===== src/common/sewp_pkg.sv =====
package sewp_pkg;
  localparam int ADDR_W = 9;
  localparam int PAGE_BYTES = 4;
  localparam logic [7:0] OP_SET_LATCH = 8'h06;
  localparam logic [7:0] OP_CLR_LATCH = 8'h04;
  localparam logic [7:0] OP_STAT_RD = 8'h05;
  localparam logic [7:0] OP_STAT_WR = 8'h01;
  localparam logic [7:0] OP_ARR_RD_MASK = 8'hf7;
  localparam logic [7:0] OP_ARR_RD = 8'h03;
  localparam logic [7:0] OP_ARR_WR = 8'h02;
  localparam int OPC_A9_POS = 3;
  localparam int ST_BUSY_POS = 0;
  localparam int ST_WEL_POS = 1;
  localparam int ST_BP_LO_POS = 2;
  localparam int ST_BP_HI_POS = 3;
  localparam int WRDATA_BP_HI_POS = 3;
  localparam int WRDATA_BP_LO_POS = 2;
  localparam logic [1:0] BP_RESET = 2'h0;
  localparam logic [8:0] PROT_L1_BASE = 9'h180;
  localparam logic [8:0] PROT_L2_BASE = 9'h100;
  localparam logic [8:0] PROT_L3_BASE = 9'h000;
  localparam real PROG_TIME_MS = 15.0;
  localparam real CLK_MHZ = 200.0;
  localparam int PROG_CYCLES = int'(PROG_TIME_MS * 1000.0 * CLK_MHZ);
  typedef enum logic [6:0] {
    SEWP_IDLE = 7'h01,
    SEWP_OPC = 7'h02,
    SEWP_ADDR = 7'h04,
    SEWP_DATA = 7'h08,
    SEWP_STWR = 7'h10,
    SEWP_OUT = 7'h20,
    SEWP_IGNORE = 7'h40
  } sewp_state_t;
endpackage : sewp_pkg


===== src/common/sewp_link_if.sv =====
`timescale 1ns/10ps
interface sewp_link_if;
  logic sel;
  logic sck_rise;
  logic sck_fall;
  logic cs_rise;
  logic cs_fall;
  logic din;
  modport front (output sel, output sck_rise, output sck_fall, output cs_rise, output cs_fall,
    output din);
  modport core (input sel, input sck_rise, input sck_fall, input cs_rise, input cs_fall,
    input din);
endinterface : sewp_link_if


===== src/hw/sewp_sync.sv =====
`timescale 1ns/10ps
module sewp_sync (
  input wire logic clk_i,
  input wire logic rst_n_i,
  input wire logic cs_n_i,
  input wire logic sck_i,
  input wire logic si_i,
  sewp_link_if.front lnk
);
  logic [2:0] s1_ff;
  logic [2:0] s2_ff;
  logic [1:0] prev_ff;
  // First stage feeds only the second stage
  always_ff @(posedge clk_i) begin
    if (!rst_n_i) begin
      s1_ff <= 3'h1;
      s2_ff <= 3'h1;
      prev_ff <= 2'h1;
    end else begin
      s1_ff <= {si_i, sck_i, cs_n_i};
      s2_ff <= s1_ff;
      prev_ff <= s2_ff[1:0];
    end
  end
  assign lnk.sel = !s2_ff[0];
  assign lnk.cs_fall = prev_ff[0] && !s2_ff[0];
  assign lnk.cs_rise = !prev_ff[0] && s2_ff[0];
  assign lnk.sck_rise = !prev_ff[1] && s2_ff[1];
  assign lnk.sck_fall = prev_ff[1] && !s2_ff[1];
  assign lnk.din = s2_ff[2];
endmodule : sewp_sync


===== src/hw/sewp_top.sv =====
`timescale 1ns/10ps
// Contract
// - Protect levels: none, 180-1FF, 100-1FF, all
// - Latch clear at reset; programming needs it
// - Program cycle completion clears the latch
// - Clear-latch command resets the latch
// - Array program needs guard pin and latch
// - Protected addresses are never programmed
// - Program cycle starts on select rising
// - While busy only status read accepted
// - Status bit 0 shows array busy
// - Page write increments two low bits only
// - Over four bytes wraps, overwriting page buffer
// - Latch clear: write discarded at select rise
// - Only select falling restarts decoding
// - Status write programs bits 2 and 3 only
// - Status write needs guard pin and latch
// - Status data: skip four, protect bits, skip two
// - Status bit 0 shows status program busy
// - Decode five of the six instruction opcodes; array read is ignored
// - Sample on rising, drive on falling edge
// - Status read while busy: all ones, busy bit included
// - Status: busy, latch, protect lo, protect hi
module sewp_top
  import sewp_pkg::*;
#(
  parameter int PROG_CNT = sewp_pkg::PROG_CYCLES
) (
  input wire logic clk_i,
  input wire logic rst_n_i,
  input wire logic cs_n_i,
  input wire logic sck_i,
  input wire logic si_i,
  input wire logic wp_n_i,
  output logic so_o,
  output logic so_oe_o,
  output logic prog_we_o,
  output logic [sewp_pkg::ADDR_W-1:0] prog_addr_o,
  output logic [7:0] prog_data_o,
  output logic [1:0] protect_level_o,
  output logic busy_o
);
  import sewp_pkg::*;

  // Strobes use the last page-size cycles of the busy count
  if (PROG_CNT < PAGE_BYTES) begin : g_cnt_check
    $error("PROG_CNT must cover one strobe per page byte");
  end

  sewp_link_if lnk ();
  sewp_state_t state_ff;
  logic [7:0] sh_ff;
  logic [2:0] bit_ff;
  logic [7:0] opc_ff;
  logic [ADDR_W-1:0] addr_ff;
  logic [7:0] page_ff [PAGE_BYTES];
  logic [PAGE_BYTES-1:0] loaded_ff;
  logic wel_ff;
  logic [1:0] bp_ff;
  logic [1:0] nxt_bp_ff;
  logic got_data_ff;
  logic at_boundary_ff;
  logic arr_go_ff;
  logic st_go_ff;
  logic [31:0] cnt_ff;
  logic [1:0] wr_idx_ff;
  logic [7:0] out_ff;
  logic wp_s1_ff;
  logic wp_s2_ff;
  logic busy;
  logic byte_done;
  logic [7:0] byte_in;

  sewp_sync u_sync (
    .clk_i(clk_i),
    .rst_n_i(rst_n_i),
    .cs_n_i(cs_n_i),
    .sck_i(sck_i),
    .si_i(si_i),
    .lnk(lnk)
  );

  always_ff @(posedge clk_i) begin
    if (!rst_n_i) begin
      wp_s1_ff <= 1'b0;
      wp_s2_ff <= 1'b0;
    end else begin
      wp_s1_ff <= wp_n_i;
      wp_s2_ff <= wp_s1_ff;
    end
  end

  assign busy = arr_go_ff || st_go_ff;
  assign byte_in = {sh_ff[6:0], lnk.din};
  assign byte_done = lnk.sel && lnk.sck_rise && (bit_ff == 3'h7);

  function automatic logic is_protected(input logic [1:0] lvl, input logic [ADDR_W-1:0] a);
    logic r;
    r = 1'b0;
    case (lvl)
      2'h1: r = (a >= PROT_L1_BASE);
      2'h2: r = (a >= PROT_L2_BASE);
      2'h3: r = (a >= PROT_L3_BASE);
      default: r = 1'b0;
    endcase
    return r;
  endfunction : is_protected

  // Bit shifter: serial input sampled on rising clock edges, MSB first
  always_ff @(posedge clk_i) begin
    if (!rst_n_i) begin
      sh_ff <= 8'h00;
      bit_ff <= 3'h0;
    end else if (!lnk.sel) begin
      bit_ff <= 3'h0;
    end else if (lnk.sck_rise) begin
      sh_ff <= byte_in;
      bit_ff <= bit_ff + 3'h1;
    end
  end

  // Command sequencer
  always_ff @(posedge clk_i) begin
    if (!rst_n_i) begin
      state_ff <= SEWP_IDLE;
      opc_ff <= 8'h00;
      addr_ff <= '0;
      loaded_ff <= '0;
      got_data_ff <= 1'b0;
      nxt_bp_ff <= BP_RESET;
      wr_idx_ff <= 2'h0;
    end else if (lnk.cs_fall) begin
      state_ff <= SEWP_OPC;
      // A buffered page must survive a select cycle that arrives while it is programmed
      if (!busy) loaded_ff <= '0;
      got_data_ff <= 1'b0;
    end else if (!lnk.sel) begin
      state_ff <= SEWP_IDLE;
    end else if (byte_done) begin
      case (state_ff)
        SEWP_OPC: begin
          opc_ff <= byte_in;
          if (busy) begin
            state_ff <= (byte_in == OP_STAT_RD) ? SEWP_OUT : SEWP_IGNORE;
          end else if (byte_in == OP_STAT_RD || byte_in == OP_SET_LATCH
                       || byte_in == OP_CLR_LATCH) begin
            state_ff <= SEWP_OUT;
          end else if (byte_in == OP_STAT_WR) begin
            state_ff <= SEWP_STWR;
          end else if ((byte_in & OP_ARR_RD_MASK) == OP_ARR_WR) begin
            addr_ff[8] <= byte_in[OPC_A9_POS];
            state_ff <= SEWP_ADDR;
          end else begin
            state_ff <= SEWP_IGNORE; // Array read and unknown codes are outside this block
          end
        end
        SEWP_ADDR: begin
          addr_ff[7:0] <= byte_in;
          wr_idx_ff <= byte_in[1:0];
          state_ff <= SEWP_DATA;
        end
        SEWP_DATA: begin
          page_ff[wr_idx_ff] <= byte_in;
          loaded_ff[wr_idx_ff] <= 1'b1;
          wr_idx_ff <= wr_idx_ff + 2'h1;
          got_data_ff <= 1'b1;
        end
        SEWP_STWR: begin
          nxt_bp_ff <= {byte_in[WRDATA_BP_HI_POS], byte_in[WRDATA_BP_LO_POS]};
          got_data_ff <= 1'b1;
          state_ff <= SEWP_IGNORE;
        end
        default: state_ff <= state_ff;
      endcase
    end
  end

  // Select may only rise after the rising clock edge that completes a whole byte, before the next rising edge
  always_ff @(posedge clk_i) begin
    if (!rst_n_i) begin
      at_boundary_ff <= 1'b0;
    end else if (!lnk.sel || lnk.sck_rise) begin
      at_boundary_ff <= byte_done;
    end else if (lnk.sck_fall && bit_ff == 3'h0) begin
      at_boundary_ff <= at_boundary_ff;
    end
  end

  // Write-enable latch
  always_ff @(posedge clk_i) begin
    if (!rst_n_i) begin
      wel_ff <= 1'b0;
    end else if (lnk.cs_rise && state_ff == SEWP_OUT && opc_ff == OP_CLR_LATCH && !busy) begin
      wel_ff <= 1'b0;
    end else if (lnk.cs_rise && state_ff == SEWP_OUT && opc_ff == OP_SET_LATCH && !busy) begin
      wel_ff <= 1'b1;
    end else if (busy && cnt_ff == 32'h1) begin
      wel_ff <= 1'b0;
    end
  end

  // Program cycle launch and timer
  always_ff @(posedge clk_i) begin
    if (!rst_n_i) begin
      arr_go_ff <= 1'b0;
      st_go_ff <= 1'b0;
      cnt_ff <= 32'h0;
    end else if (busy) begin
      if (cnt_ff == 32'h1) begin
        arr_go_ff <= 1'b0;
        st_go_ff <= 1'b0;
      end
      cnt_ff <= cnt_ff - 32'h1;
    end else if (lnk.cs_rise && got_data_ff && at_boundary_ff && wel_ff && wp_s2_ff) begin
      if (state_ff == SEWP_DATA) begin
        arr_go_ff <= 1'b1;
        cnt_ff <= 32'(PROG_CNT);
      end else if (opc_ff == OP_STAT_WR) begin
        st_go_ff <= 1'b1;
        cnt_ff <= 32'(PROG_CNT);
      end
    end
  end

  // Block-protect bits update when the status program cycle ends
  always_ff @(posedge clk_i) begin
    if (!rst_n_i) begin
      bp_ff <= BP_RESET;
    end else if (st_go_ff && cnt_ff == 32'h1) begin
      bp_ff <= nxt_bp_ff;
    end
  end

  // Array programming port: one strobe per loaded, unprotected byte at cycle end
  always_ff @(posedge clk_i) begin
    if (!rst_n_i) begin
      prog_we_o <= 1'b0;
      prog_addr_o <= '0;
      prog_data_o <= 8'h00;
    end else begin
      prog_we_o <= 1'b0;
      if (arr_go_ff && cnt_ff <= 32'(PAGE_BYTES) && cnt_ff != 32'h0) begin
        prog_addr_o <= {addr_ff[8:2], 2'(cnt_ff - 32'h1)};
        prog_data_o <= page_ff[2'(cnt_ff - 32'h1)];
        prog_we_o <= loaded_ff[2'(cnt_ff - 32'h1)]
                     && !is_protected(bp_ff, {addr_ff[8:2], 2'(cnt_ff - 32'h1)});
      end
    end
  end

  // Status output, shifted out on falling clock edges
  always_ff @(posedge clk_i) begin
    if (!rst_n_i) begin
      out_ff <= 8'h00;
      so_o <= 1'b0;
      so_oe_o <= 1'b0;
    end else if (!lnk.sel) begin
      so_oe_o <= 1'b0;
    end else if (byte_done && state_ff == SEWP_OPC && byte_in == OP_STAT_RD) begin
      if (busy) begin
        out_ff <= {7'h7f, 1'b1};
      end else begin
        out_ff <= {4'h0, bp_ff[1], bp_ff[0], wel_ff, 1'b0};
      end
    end else if (lnk.sck_fall && state_ff == SEWP_OUT && opc_ff == OP_STAT_RD) begin
      so_o <= out_ff[7];
      so_oe_o <= 1'b1;
      out_ff <= {out_ff[6:0], out_ff[7]};
    end
  end

  always_ff @(posedge clk_i) begin
    if (!rst_n_i) begin
      protect_level_o <= BP_RESET;
      busy_o <= 1'b0;
    end else begin
      protect_level_o <= bp_ff;
      busy_o <= busy;
    end
  end
endmodule : sewp_top


===== config.mk =====
export PLATFORM = sky130hd
export DESIGN_NAME = sewp_top
export DESIGN_NICKNAME = d
export VERILOG_FILES = /design/src/common/sewp_pkg.sv /design/src/common/sewp_link_if.sv /design/src/hw/sewp_sync.sv /design/src/hw/sewp_top.sv
export SDC_FILE = /design/constraint.sdc
export NUM_CORES = 1
export LEC_CHECK = 0
export ABC_AREA = 1
export CAP_MARGIN = 20
export CORE_ASPECT_RATIO = 0.8
export CORE_MARGIN = 4
export CORE_UTILIZATION = 50
export CTS_CLUSTER_DIAMETER = 100
export DETAILED_ROUTE_END_ITERATION = 6
export DONT_BUFFER_PORTS = 1
export GPL_TIMING_DRIVEN = 0
export PLACE_DENSITY_LB_ADDON = 0.08
export SYNTH_ARGS = -nofsm -noshare
export SYNTH_HDL_FRONTEND = slang
export SYNTH_SLANG_ARGS = --single-unit

===== constraint.sdc =====
create_clock -name clk_i -period 2.9 [get_ports clk_i]
set_input_delay 0.435 -clock clk_i [delete_from_list [all_inputs] [get_ports clk_i]]
set_output_delay 0.435 -clock clk_i [all_outputs]
set_load 0.02 [all_outputs]

### Yosys cells after proc, flatten, opt, wreduce, memory -nomap -nowiden

Memory sizes are Yosys's and may differ from the RTL's. A register that Yosys moved wholly into a read port is not among the register bits.
Cells that the tools add are included.
Widths: inputs -> output; s select.

| storage, ports and cells | value |
|---|---|
| bits in registers | 114 |
| memory bits (writable) | 32 |
| input port bits | 6 |
| output and inout port bits | 23 |
| memories kept | 1 |

| cells by class | value |
|---|---|
| $add $sub $neg | 3 |
| $lt $le $gt $ge | 7 |
| equality and inequality tests | 23 |
| multiplexer cells | 45 |
| bitwise operators | 8 |
| reductions and logical operators | 71 |

Memories:

| name | depth | bits a word | rd ports | clocked after memory_dff | write ports | RTL line | text |
|---|---|---|---|---|---|---|---|
| page_ff | 4 | 8 | 1 | 1 | 1 | sewp_top.sv:56 | `logic [7:0] page_ff [PAGE_BYTES];` |

Operators with widths:

| kind | count |
|---|---|
| $mux 32 | 4 |
| $eq 8x3->1 const B | 6 |
| $mux 7 | 5 |
| $eq 32x1->1 const B | 1 |
| $le 32x3->1 const B | 1 |
| $reduce_bool 32->1 | 1 |
| $sub 32x1->32 const B | 1 |
| $logic_and 1x1->1 | 25 |
| $mux 8 | 3 |
| $reduce_and 4->1 | 6 |
| $pmux 7 s3 | 1 |
| $mux 1 | 20 |
| $mux 4 | 5 |
| $ge 9x9->1 const B | 2 |
| $eq 8x1->1 const B | 2 |
| $reduce_bool 2->1 | 8 |
| $eq 7x2->1 const B | 2 |
| $reduce_and 2->1 | 7 |
| $ge 9x1->1 const B | 1 |
| $reduce_and 3->1 | 3 |
| $reduce_bool 3->1 | 3 |
| $reduce_and 8->1 | 1 |
| $reduce_or 2->1 | 4 |
| $eq 7x3->1 const B | 1 |
| 23 further kinds | 44 |

### Depth between registers and ports, before layout

Gate-level depths: netlist (run 1).

| depth | value |
|---|---|
| word-level depth | 9 |
| mapped depth | 12 |
| depth with buffers taken out | 11 |

### By module

Synthesis (run 1) repeated with hierarchy kept, for this count alone.

| second synthesis, totals | value |
|---|---|
| cells, all modules | 958 |
| area total of the unflattened synthesis | 7105.6 sq um |

By module, submodules not included:

| module | instances | cells each | area each (sq um) | seq. area each (sq um) |
|---|---|---|---|---|
| sewp_top | 1 | 926 | 6854.1 | 3203.1 |
| sewp_sync | 1 | 32 | 251.5 | 160.2 |

### Worst setup path before layout (run 1)

OpenSTA, ideal clock, no wires.

| timing | value |
|---|---|
| path type | input to register |
| from | input port rst_n_i |
| to | memory page_ff[0][0] (enable) |
| library setup time | 0.371 ns |
| arrival time | 1.454 ns |
| required time | 2.529 ns |
| path slack | 1.076 ns |
| stages on the path | 5 |
| buffers on the path | 1 |
| path through | buf_2 > clkinv_1 > nor2_1 > nand3_1 > nor2_1 |

| on the way | value |
|---|---|
| longest elaborated chain between the ends | 2 |

Ends and longest elaborated chain:

| item | RTL line | text |
|---|---|---|
| start: declaration | sewp_top.sv:30 | `input wire logic rst_n_i,` |
| $mux 1 | sewp_top.sv:124 | `if (!rst_n_i) begin` |
| $mux 1 (not written as such) | sewp_top.sv:163 | `page_ff[wr_idx_ff] <= byte_in;` |
| end: declaration | sewp_top.sv:56 |  |

No other way between the ends.

### Worst setup path in the final report (run 1)

| timing | value |
|---|---|
| from | register cnt_ff[0] |
| to | register prog_data_o[5], read port of page_ff |

| on the way | value |
|---|---|
| longest elaborated chain between the ends | 3 |

Ends and longest elaborated chain:

| item | RTL line | text |
|---|---|---|
| start: declaration | sewp_top.sv:65 | `logic [31:0] cnt_ff;` |
| start signal: assignment | sewp_top.sv:213 | `cnt_ff <= cnt_ff - 32'h1;` |
| start signal: assignment | sewp_top.sv:217 | `cnt_ff <= 32'(PROG_CNT);` |
| start signal: assignment | sewp_top.sv:220 | `cnt_ff <= 32'(PROG_CNT);` |
| $le 32x3->1 | sewp_top.sv:242 | `if (arr_go_ff && cnt_ff <= 32'(PAGE_BYTES) && cnt_ff != 32'h0) begin` |
| $logic_and 1x1->1 (2 in a row) | sewp_top.sv:242 |  |
| end: declaration | sewp_top.sv:39 | `output logic [7:0] prog_data_o,` |

Several ways; a longest one is shown, not always the timed one.
A chain may end at the register's enable or synchronous reset.

==> results of run 1 <==
[stage by stage]
stage	setup slack, ns	utilization	hold WS [ns]	total power, mW	std cells
final	0.366	0.580	0.107	4.74	1150
after global placement	0.301	0.532	0.392	2.29	1118
after global routing	0.155	0.580	0.114	4.88	1150
after CTS	0.318	0.580	0.0961	4.78	1150
after floorplan	1.08	-	0.390	2.26	938
after detailed placement	0.343	0.532	0.399	2.29	1118
[routing by layer]
| layer | share of wire | wire length (um) |
|---|---|---|
| met5 | 0 | 0 |
| met4 | 0.022 | 373 |
| met3 | 0.051 | 882 |
| met2 | 0.42 | 7340 |
| met1 | 0.50 | 8680 |
[worst reg2reg max path: cells and delay by family, from the launching register on]
family,cells,cell delay [ns]
adders and majority gates,1,0.32
and+or+nand+nor,3,0.23
AOI/OAI and AO/OA,2,0.37
buffers and inverters,4,1.09
DFF,1,0.46
[sequential cells by signal (all words and copies together), names as in the netlist, 2 cells and up]
signal           flops
cnt_ff              32
page_ff             32
prog_addr_o          9
opc_ff               8
out_ff               8
prog_data_o          8
addr_ff              7
sh_ff                7
state_ff             7
loaded_ff            4
bit_ff               3
u_sync.s1_ff         3
u_sync.s2_ff         3
bp_ff                2
nxt_bp_ff            2
protect_level_o      2
u_sync.prev_ff       2
wr_idx_ff            2
[kinds of logic (layout without fill, tap and decap cells)]
group           Yosys count  in the layout  synth area share
simple gates            470            470             0.301
fa+ha+maj                 9              9            0.0160
buf+inv                 144            176            0.0842
flops                   152            152             0.477
compound gates          162            162             0.121
xor+xnor                  1              1           0.00124
[report_power, final]
part | internal, mW | total, mW | switching, mW
Combinational | 0.0192 | 0.0756 | 0.0564
Clock | 1.58 | 2.50 | 0.911
Sequential | 2.16 | 2.17 | 0.00935
Total | 3.76 | 4.74 | 0.976
[cells in the final DEF, fill, tap and decap left out, types with 18 or more instances in the layout]
cell type  synthesis  layout
nand2_1          192     192
clkbuf_16          0      18
inv_1            103     103
nor2_1           161     161
dfxtp_1          120     120
a21oi_1           71      71
edfxtp_1          32      32
nand3_1           51      51
o21ai_0           71      71
[area by class of cell]
cell class,count,share of cell area
Clock buffer,18,0.0567
Inverter,116,0.0551
Multi-Input combinational cell,642,0.390
Buffer,28,0.0197
Sequential cell,152,0.423
Clock inverter,14,0.0271
Tap cell,180,0.0283
[worst max-delay path by stage]
stage | startpoint | to | slack, ns | cells after the start
after floorplan | rst_n_i | page_ff[0][0] | 1.08 | 5
after global placement | rst_n_i | page_ff[0][6] | 0.30 | 5
after detailed placement | cnt_ff[0] | prog_data_o[5] | 0.34 | 10
after CTS | cnt_ff[0] | prog_data_o[5] | 0.32 | 10
after global routing | cnt_ff[0] | prog_data_o[3] | 0.15 | 10
final | cnt_ff[0] | prog_data_o[5] | 0.37 | 10
==> impl_metrics.tcl, run 1 <==
set metrics [dict create \
    drt_pre_antenna_iters 5 \
    min_from "wp_n_i" \
    cts_setup_buffers 0 \
    fmax_mhz 395 \
    path_buf_inv 4 \
    drc 0 \
    grt_remaining_overflow 0 \
    drtIter0Drc 376 \
    syn_nets 953 \
    vias 5897 \
    core_area_sq_um 13700 \
    ys_seq_elements 152 \
    maxCapViolCount 0 \
    synthCells 938 \
    fin_area_sq_um 7950 \
    p_per_area_nw_per_um2 596 \
    synthFlopType "dfxtp_1" \
    start_util 0.515 \
    regToRegEndpoint "prog_data_o[5]" \
    cts.hold.buffers_added 0 \
    grt_pass1_vias 5513 \
    nNetsFinal 972 \
    use_met1 0.318 \
    grt.busiest_layer "met2" \
    grt_pass1_wl_mm 28.5 \
    rsz0062_at_grt "no" \
    ir_drop_mv 0.552 \
    root_buffer "clkbuf_16" \
    finalHoldViolations 0 \
    cts_made_buffers 17 \
    multi_input_area_sq_um 3100 \
    synthTopCellsByCount "nand2_1 (192), nor2_1 (161), dfxtp_1 (120)" \
    holdPathStages 2 \
    cts_tree "done" \
    die_w_um 141 \
    ff_latch_area_sq_um 3360 \
    skew_ns 0.00888 \
    critPathTopFamily "buffers and inverters" \
    crit_slowest_cell "dfxtp_1" \
    clk_latency_ns 0.43 \
    dpl.hpwl_mm 12.4 \
    dieArea_sq_um 16100 \
    postRouteAntennaNets 0 \
    synth.most_common_cell "nand2_1" \
    rr_worst_depth 10 \
    ys_seq_area_frac 0.477 \
    clk_pin_slew_ns 0.06 \
    syn_area_per_cell_sq_um 7.52 \
    setup_tns_ns 0 \
    startpoint_type "flip-flop" \
    ys_warn_count 0 \
    cp.arrival_ns 2.90 \
    worstSetupEndpointType "flip-flop" \
    fp-row-count 38 \
    crit_chain "clkinv_1 > buf_2 > ha_1 > clkbuf_1 > o21ai_0 > o22ai_1 > inv_1 > nand2_1 > nand2_1 > nor2_1" \
    viasPerCell 5.13 \
    cts_sinks 152 \
    routed_wl_mm 17.3 \
    h-tree-depth 4 \
    hold_class "primary input to flip-flop" \
    diodes 0 \
    synth_top_area_frac 0.340 \
    post-route-min-period_ns 2.53 \
    cp_max_fo 11 \
    async_flop_share 0 \
    clk_path_buf_depth 2 \
    status "complete, no violations" \
    tightest_slew_ns 0.793 \
    synth_edf_count 32 \
    critPathMostFrequentCell "nand2_1" \
    synth_cell_type_count 42 \
    syn_area_sq_um 7060 \
    slew_viol_final 0 \
    cts_resized 0 \
    worstPathRequired_ns 3.27 \
    p_leak_nw 3.43 \
    reg2reg_slack_ns 0.37 \
    use_met3 0.0447 \
    fp.dieH_um 114 \
    r2r_start "cnt_ff[0]" \
    drive_gt1_frac 0.0979 \
    critPathKind "flip-flop to flip-flop" \
    io_buffers 0 \
    slowest_delay_ns 0.46 \
    period_share 0.874 \
    finalSetupViolations 0 \
    num-fill-cells 1306 \
    area_growth_pct 12.6 \
    io_pins 29 \
    yosysTopAreaCell "dfxtp_1" \
    place_congestion 0.908 \
    post_drt_wl_per_cell_um 15.0 \
    maxSlewHeadroom 0.469 \
    place_area_sq_um 7280 \
    grt_max_degree 17 \
    antenna_found_initial 0 \
    grt_usage 0.226 \
    use_met2 0.348 \
    worstHoldEndpoint "wp_s1_ff" \
    synth_area_leaders "dfxtp_1 (34%), edfxtp_1 (14%), nand2_1 (10%)" \
]
No activity file was read; power rests on OpenSTA's default activity.
==> run 2, diff against run 1 <==
--- a/config.mk
+++ b/config.mk
@@ -17,4 +17,5 @@
 export PLACE_DENSITY_LB_ADDON = 0.08
 export SYNTH_ARGS = -nofsm -noshare
 export SYNTH_HDL_FRONTEND = slang
+export SYNTH_HIERARCHICAL = 1
 export SYNTH_SLANG_ARGS = --single-unit
==> run 2 against run 1 <==
Against the previous run: fmax down 5.7%; worst hold slack worse by 0.0060 ns; final cell count up 1.7%; register-to-register slack worse by 0.15 ns; largest power group is now sequential cells.
==> impl_metrics.tcl, run 2 <==
set metrics [dict create \
    yosysTopAreaCell "dfxtp_1" \
    synth_area_leaders "dfxtp_1 (34%), edfxtp_1 (14%), nand2_1 (9.7%)" \
    fin_ws_ns 0.213 \
    preCtsSetupSlack_ns 0.145 \
    layout_commonest_cell "nand2_1" \
    cts_tree "done" \
    worstSetupEndpointType "flip-flop" \
    drtIter0Drc 610 \
    worstPathRequired_ns 2.94 \
    grt_remaining_overflow 0 \
    clockPowerShare 0.491 \
    synth_cell_type_count 36 \
    fin_area_sq_um 7900 \
    num-fill-cells 1311 \
    clk_path_buf_depth 2 \
    ys_seq_elements 152 \
    nNetsFinal 992 \
    post-place-cells 1138 \
    fmax_mhz 372 \
    grt_usage 0.240 \
    pwr-share-comb 0.016 \
    maxCapViolCount 0 \
    h-tree-depth 4 \
    area_growth_pct 11.2 \
    clk_pin_slew_ns 0.06 \
    fin_cells 1170 \
    syn_nets 973 \
    p_leak_nw 3.40 \
    diodes 0 \
    synth_top_area_frac 0.338 \
    crit_chain "inv_1 > nor2_1 > nand2_4 > clkinv_4 > nand2_4 > nor2_1 > nand3_1 > nor2_1" \
    dpl.hpwl_mm 13.2 \
    maxSlewHeadroom 0.434 \
    drc 0 \
    post-route-min-period_ns 2.69 \
    synth_edf_count 32 \
    cp.arrival_ns 2.73 \
    grt_max_degree 17 \
    p_switching_mw 0.943 \
    ir_drop_mv 0.453 \
    start_util 0.517 \
    drt_pre_antenna_iters 5 \
    critPathKind "flip-flop to flip-flop" \
    slowest_delay_ns 0.70 \
    period_share 0.927 \
    root_buffer "clkbuf_16" \
    viasPerCell 5.39 \
    cts.hold.buffers_added 0 \
    internal_power_mw 3.46 \
    place_congestion 0.945 \
    startpoint_type "flip-flop" \
    io_buffers 0 \
    p_per_area_nw_per_um2 557 \
    cts_sinks 152 \
    netSwitchingFraction 0.214 \
    dieArea_sq_um 16200 \
    syn_area_sq_um 7110 \
    synth.most_common_cell "nand2_1" \
    grt_pass1_vias 5619 \
    core_area_sq_um 13700 \
    antenna_found_initial 0 \
    tightest_slew_ns 0.846 \
    critPathMostFrequentCell "nor2_1" \
    place_area_sq_um 7330 \
    grt_pass1_wl_mm 30.2 \
    crit_slowest_cell "nor2_1" \
    rsz0062_at_grt "yes" \
    cts_made_buffers 17 \
    final_cell_mix "nand2_1 (184), nor2_1 (172), dfxtp_1 (120)" \
    cp_max_fo 9 \
    synthFlopType "dfxtp_1" \
    synthTopCellsByCount "nand2_1 (184), nor2_1 (172), dfxtp_1 (120)" \
    drive_gt1_frac 0.0808 \
    vias 6301 \
    fp-row-count 38 \
    synthCells 958 \
    ys_warn_count 6 \
    post_drt_wl_per_cell_um 15.9 \
    io_pins 29 \
    async_flop_share 0 \
    hold_class "primary input to flip-flop" \
    routed_wl_mm 18.6 \
    finalPower_mw 4.40 \
    ff_latch_area_sq_um 3360 \
    finalSetupViolations 0 \
    clk_latency_ns 0.42 \
    status "complete, no violations" \
    skew_ns 0.00976 \
    seqPwrFrac 0.493 \
    die_w_um 141 \
    reg2reg_slack_ns 0.21 \
    multi_input_area_sq_um 3230 \
    postRouteAntennaNets 0 \
    cts_setup_buffers 0 \
    ys_seq_area_frac 0.473 \
    syn_area_per_cell_sq_um 7.42 \
    fp.dieH_um 115 \
    slew_viol_final 0 \
    finalHoldViolations 0 \
    largest_registers "cnt_ff (32), page_ff (32), prog_addr_o (9)" \
]
==> run 2: kinds of logic after synthesis <==
logic type | Yosys count | share of synthesized area
compound gates | 175 | 0.130
xor+xnor | 1 | 0.00123
fa+ha+maj | 9 | 0.0158
buf+inv | 124 | 0.0725
flops | 152 | 0.473
simple gates | 497 | 0.307
==> run 2: cell type report <==
type                       count  area share
clock buffer                  19      0.0560
multi-input combinational    682       0.408
clock inverter                13      0.0163
tap                          180      0.0285
buffer                        33      0.0215
sequential                   152       0.426
inverter                      91      0.0438
==> run 2: worst max-delay path, delay by kind of cell, from the launching register on <==
family | cells | cell delay, ns
flops | 1 | 0.35
buf+inv | 2 | 0.17
simple gates | 6 | 1.79
==> run 2: what timing repair did <==
item	CTS	global route
hold endpoints to repair	0	0
resized for setup	0	2
setup endpoints to repair	0	26
==> run 2: final timing paths <==
path	start	endpoint	depth (start not counted)
min reg2reg	u_sync/s1_ff[1]	u_sync/s2_ff[1]	2
max	u_sync/s2_ff[1]	page_ff[3][2]	8
min	cs_n_i	u_sync/s1_ff[0]	2
max reg2reg	u_sync/s2_ff[1]	page_ff[3][2]	8
==> run 2: routing by layer <==
layer / part of all wire / global-route usage / up-vias
li1: - / - / 3201
met1: 0.51 / 0.360 / 2866
met2: 0.41 / 0.341 / 210
met3: 0.071 / 0.0530 / 24
met4: 0.017 / 0.0833 / 0
met5: 0 / 0 / -
==> run 2: stage by stage <==
| stage | setup TNS (ns) | util | hold slack, ns |
|---|---|---|---|
| 5_1_grt | -0.704 | 0.575 | 0.107 |
| 3_5_place_dp | 0 | 0.534 | 0.399 |
| 6_report | 0 | 0.575 | 0.101 |
| 2_1_floorplan | 0 | - | 0.380 |
| 4_1_cts | 0 | 0.575 | 0.0806 |
| 3_3_place_gp | 0 | 0.534 | 0.385 |
==> run 2: power by group through the flow <==
stage / clock network, mW / registers [mW] / logic, mW
2_1_floorplan: 0 / 2.21 / 0.0491
3_3_place_gp: 0 / 2.21 / 0.0712
4_1_cts: 2.20 / 2.17 / 0.0713
6_report: 2.16 / 2.17 / 0.0718
5_1_grt: 2.29 / 2.17 / 0.0808
3_5_place_dp: 0 / 2.21 / 0.0706
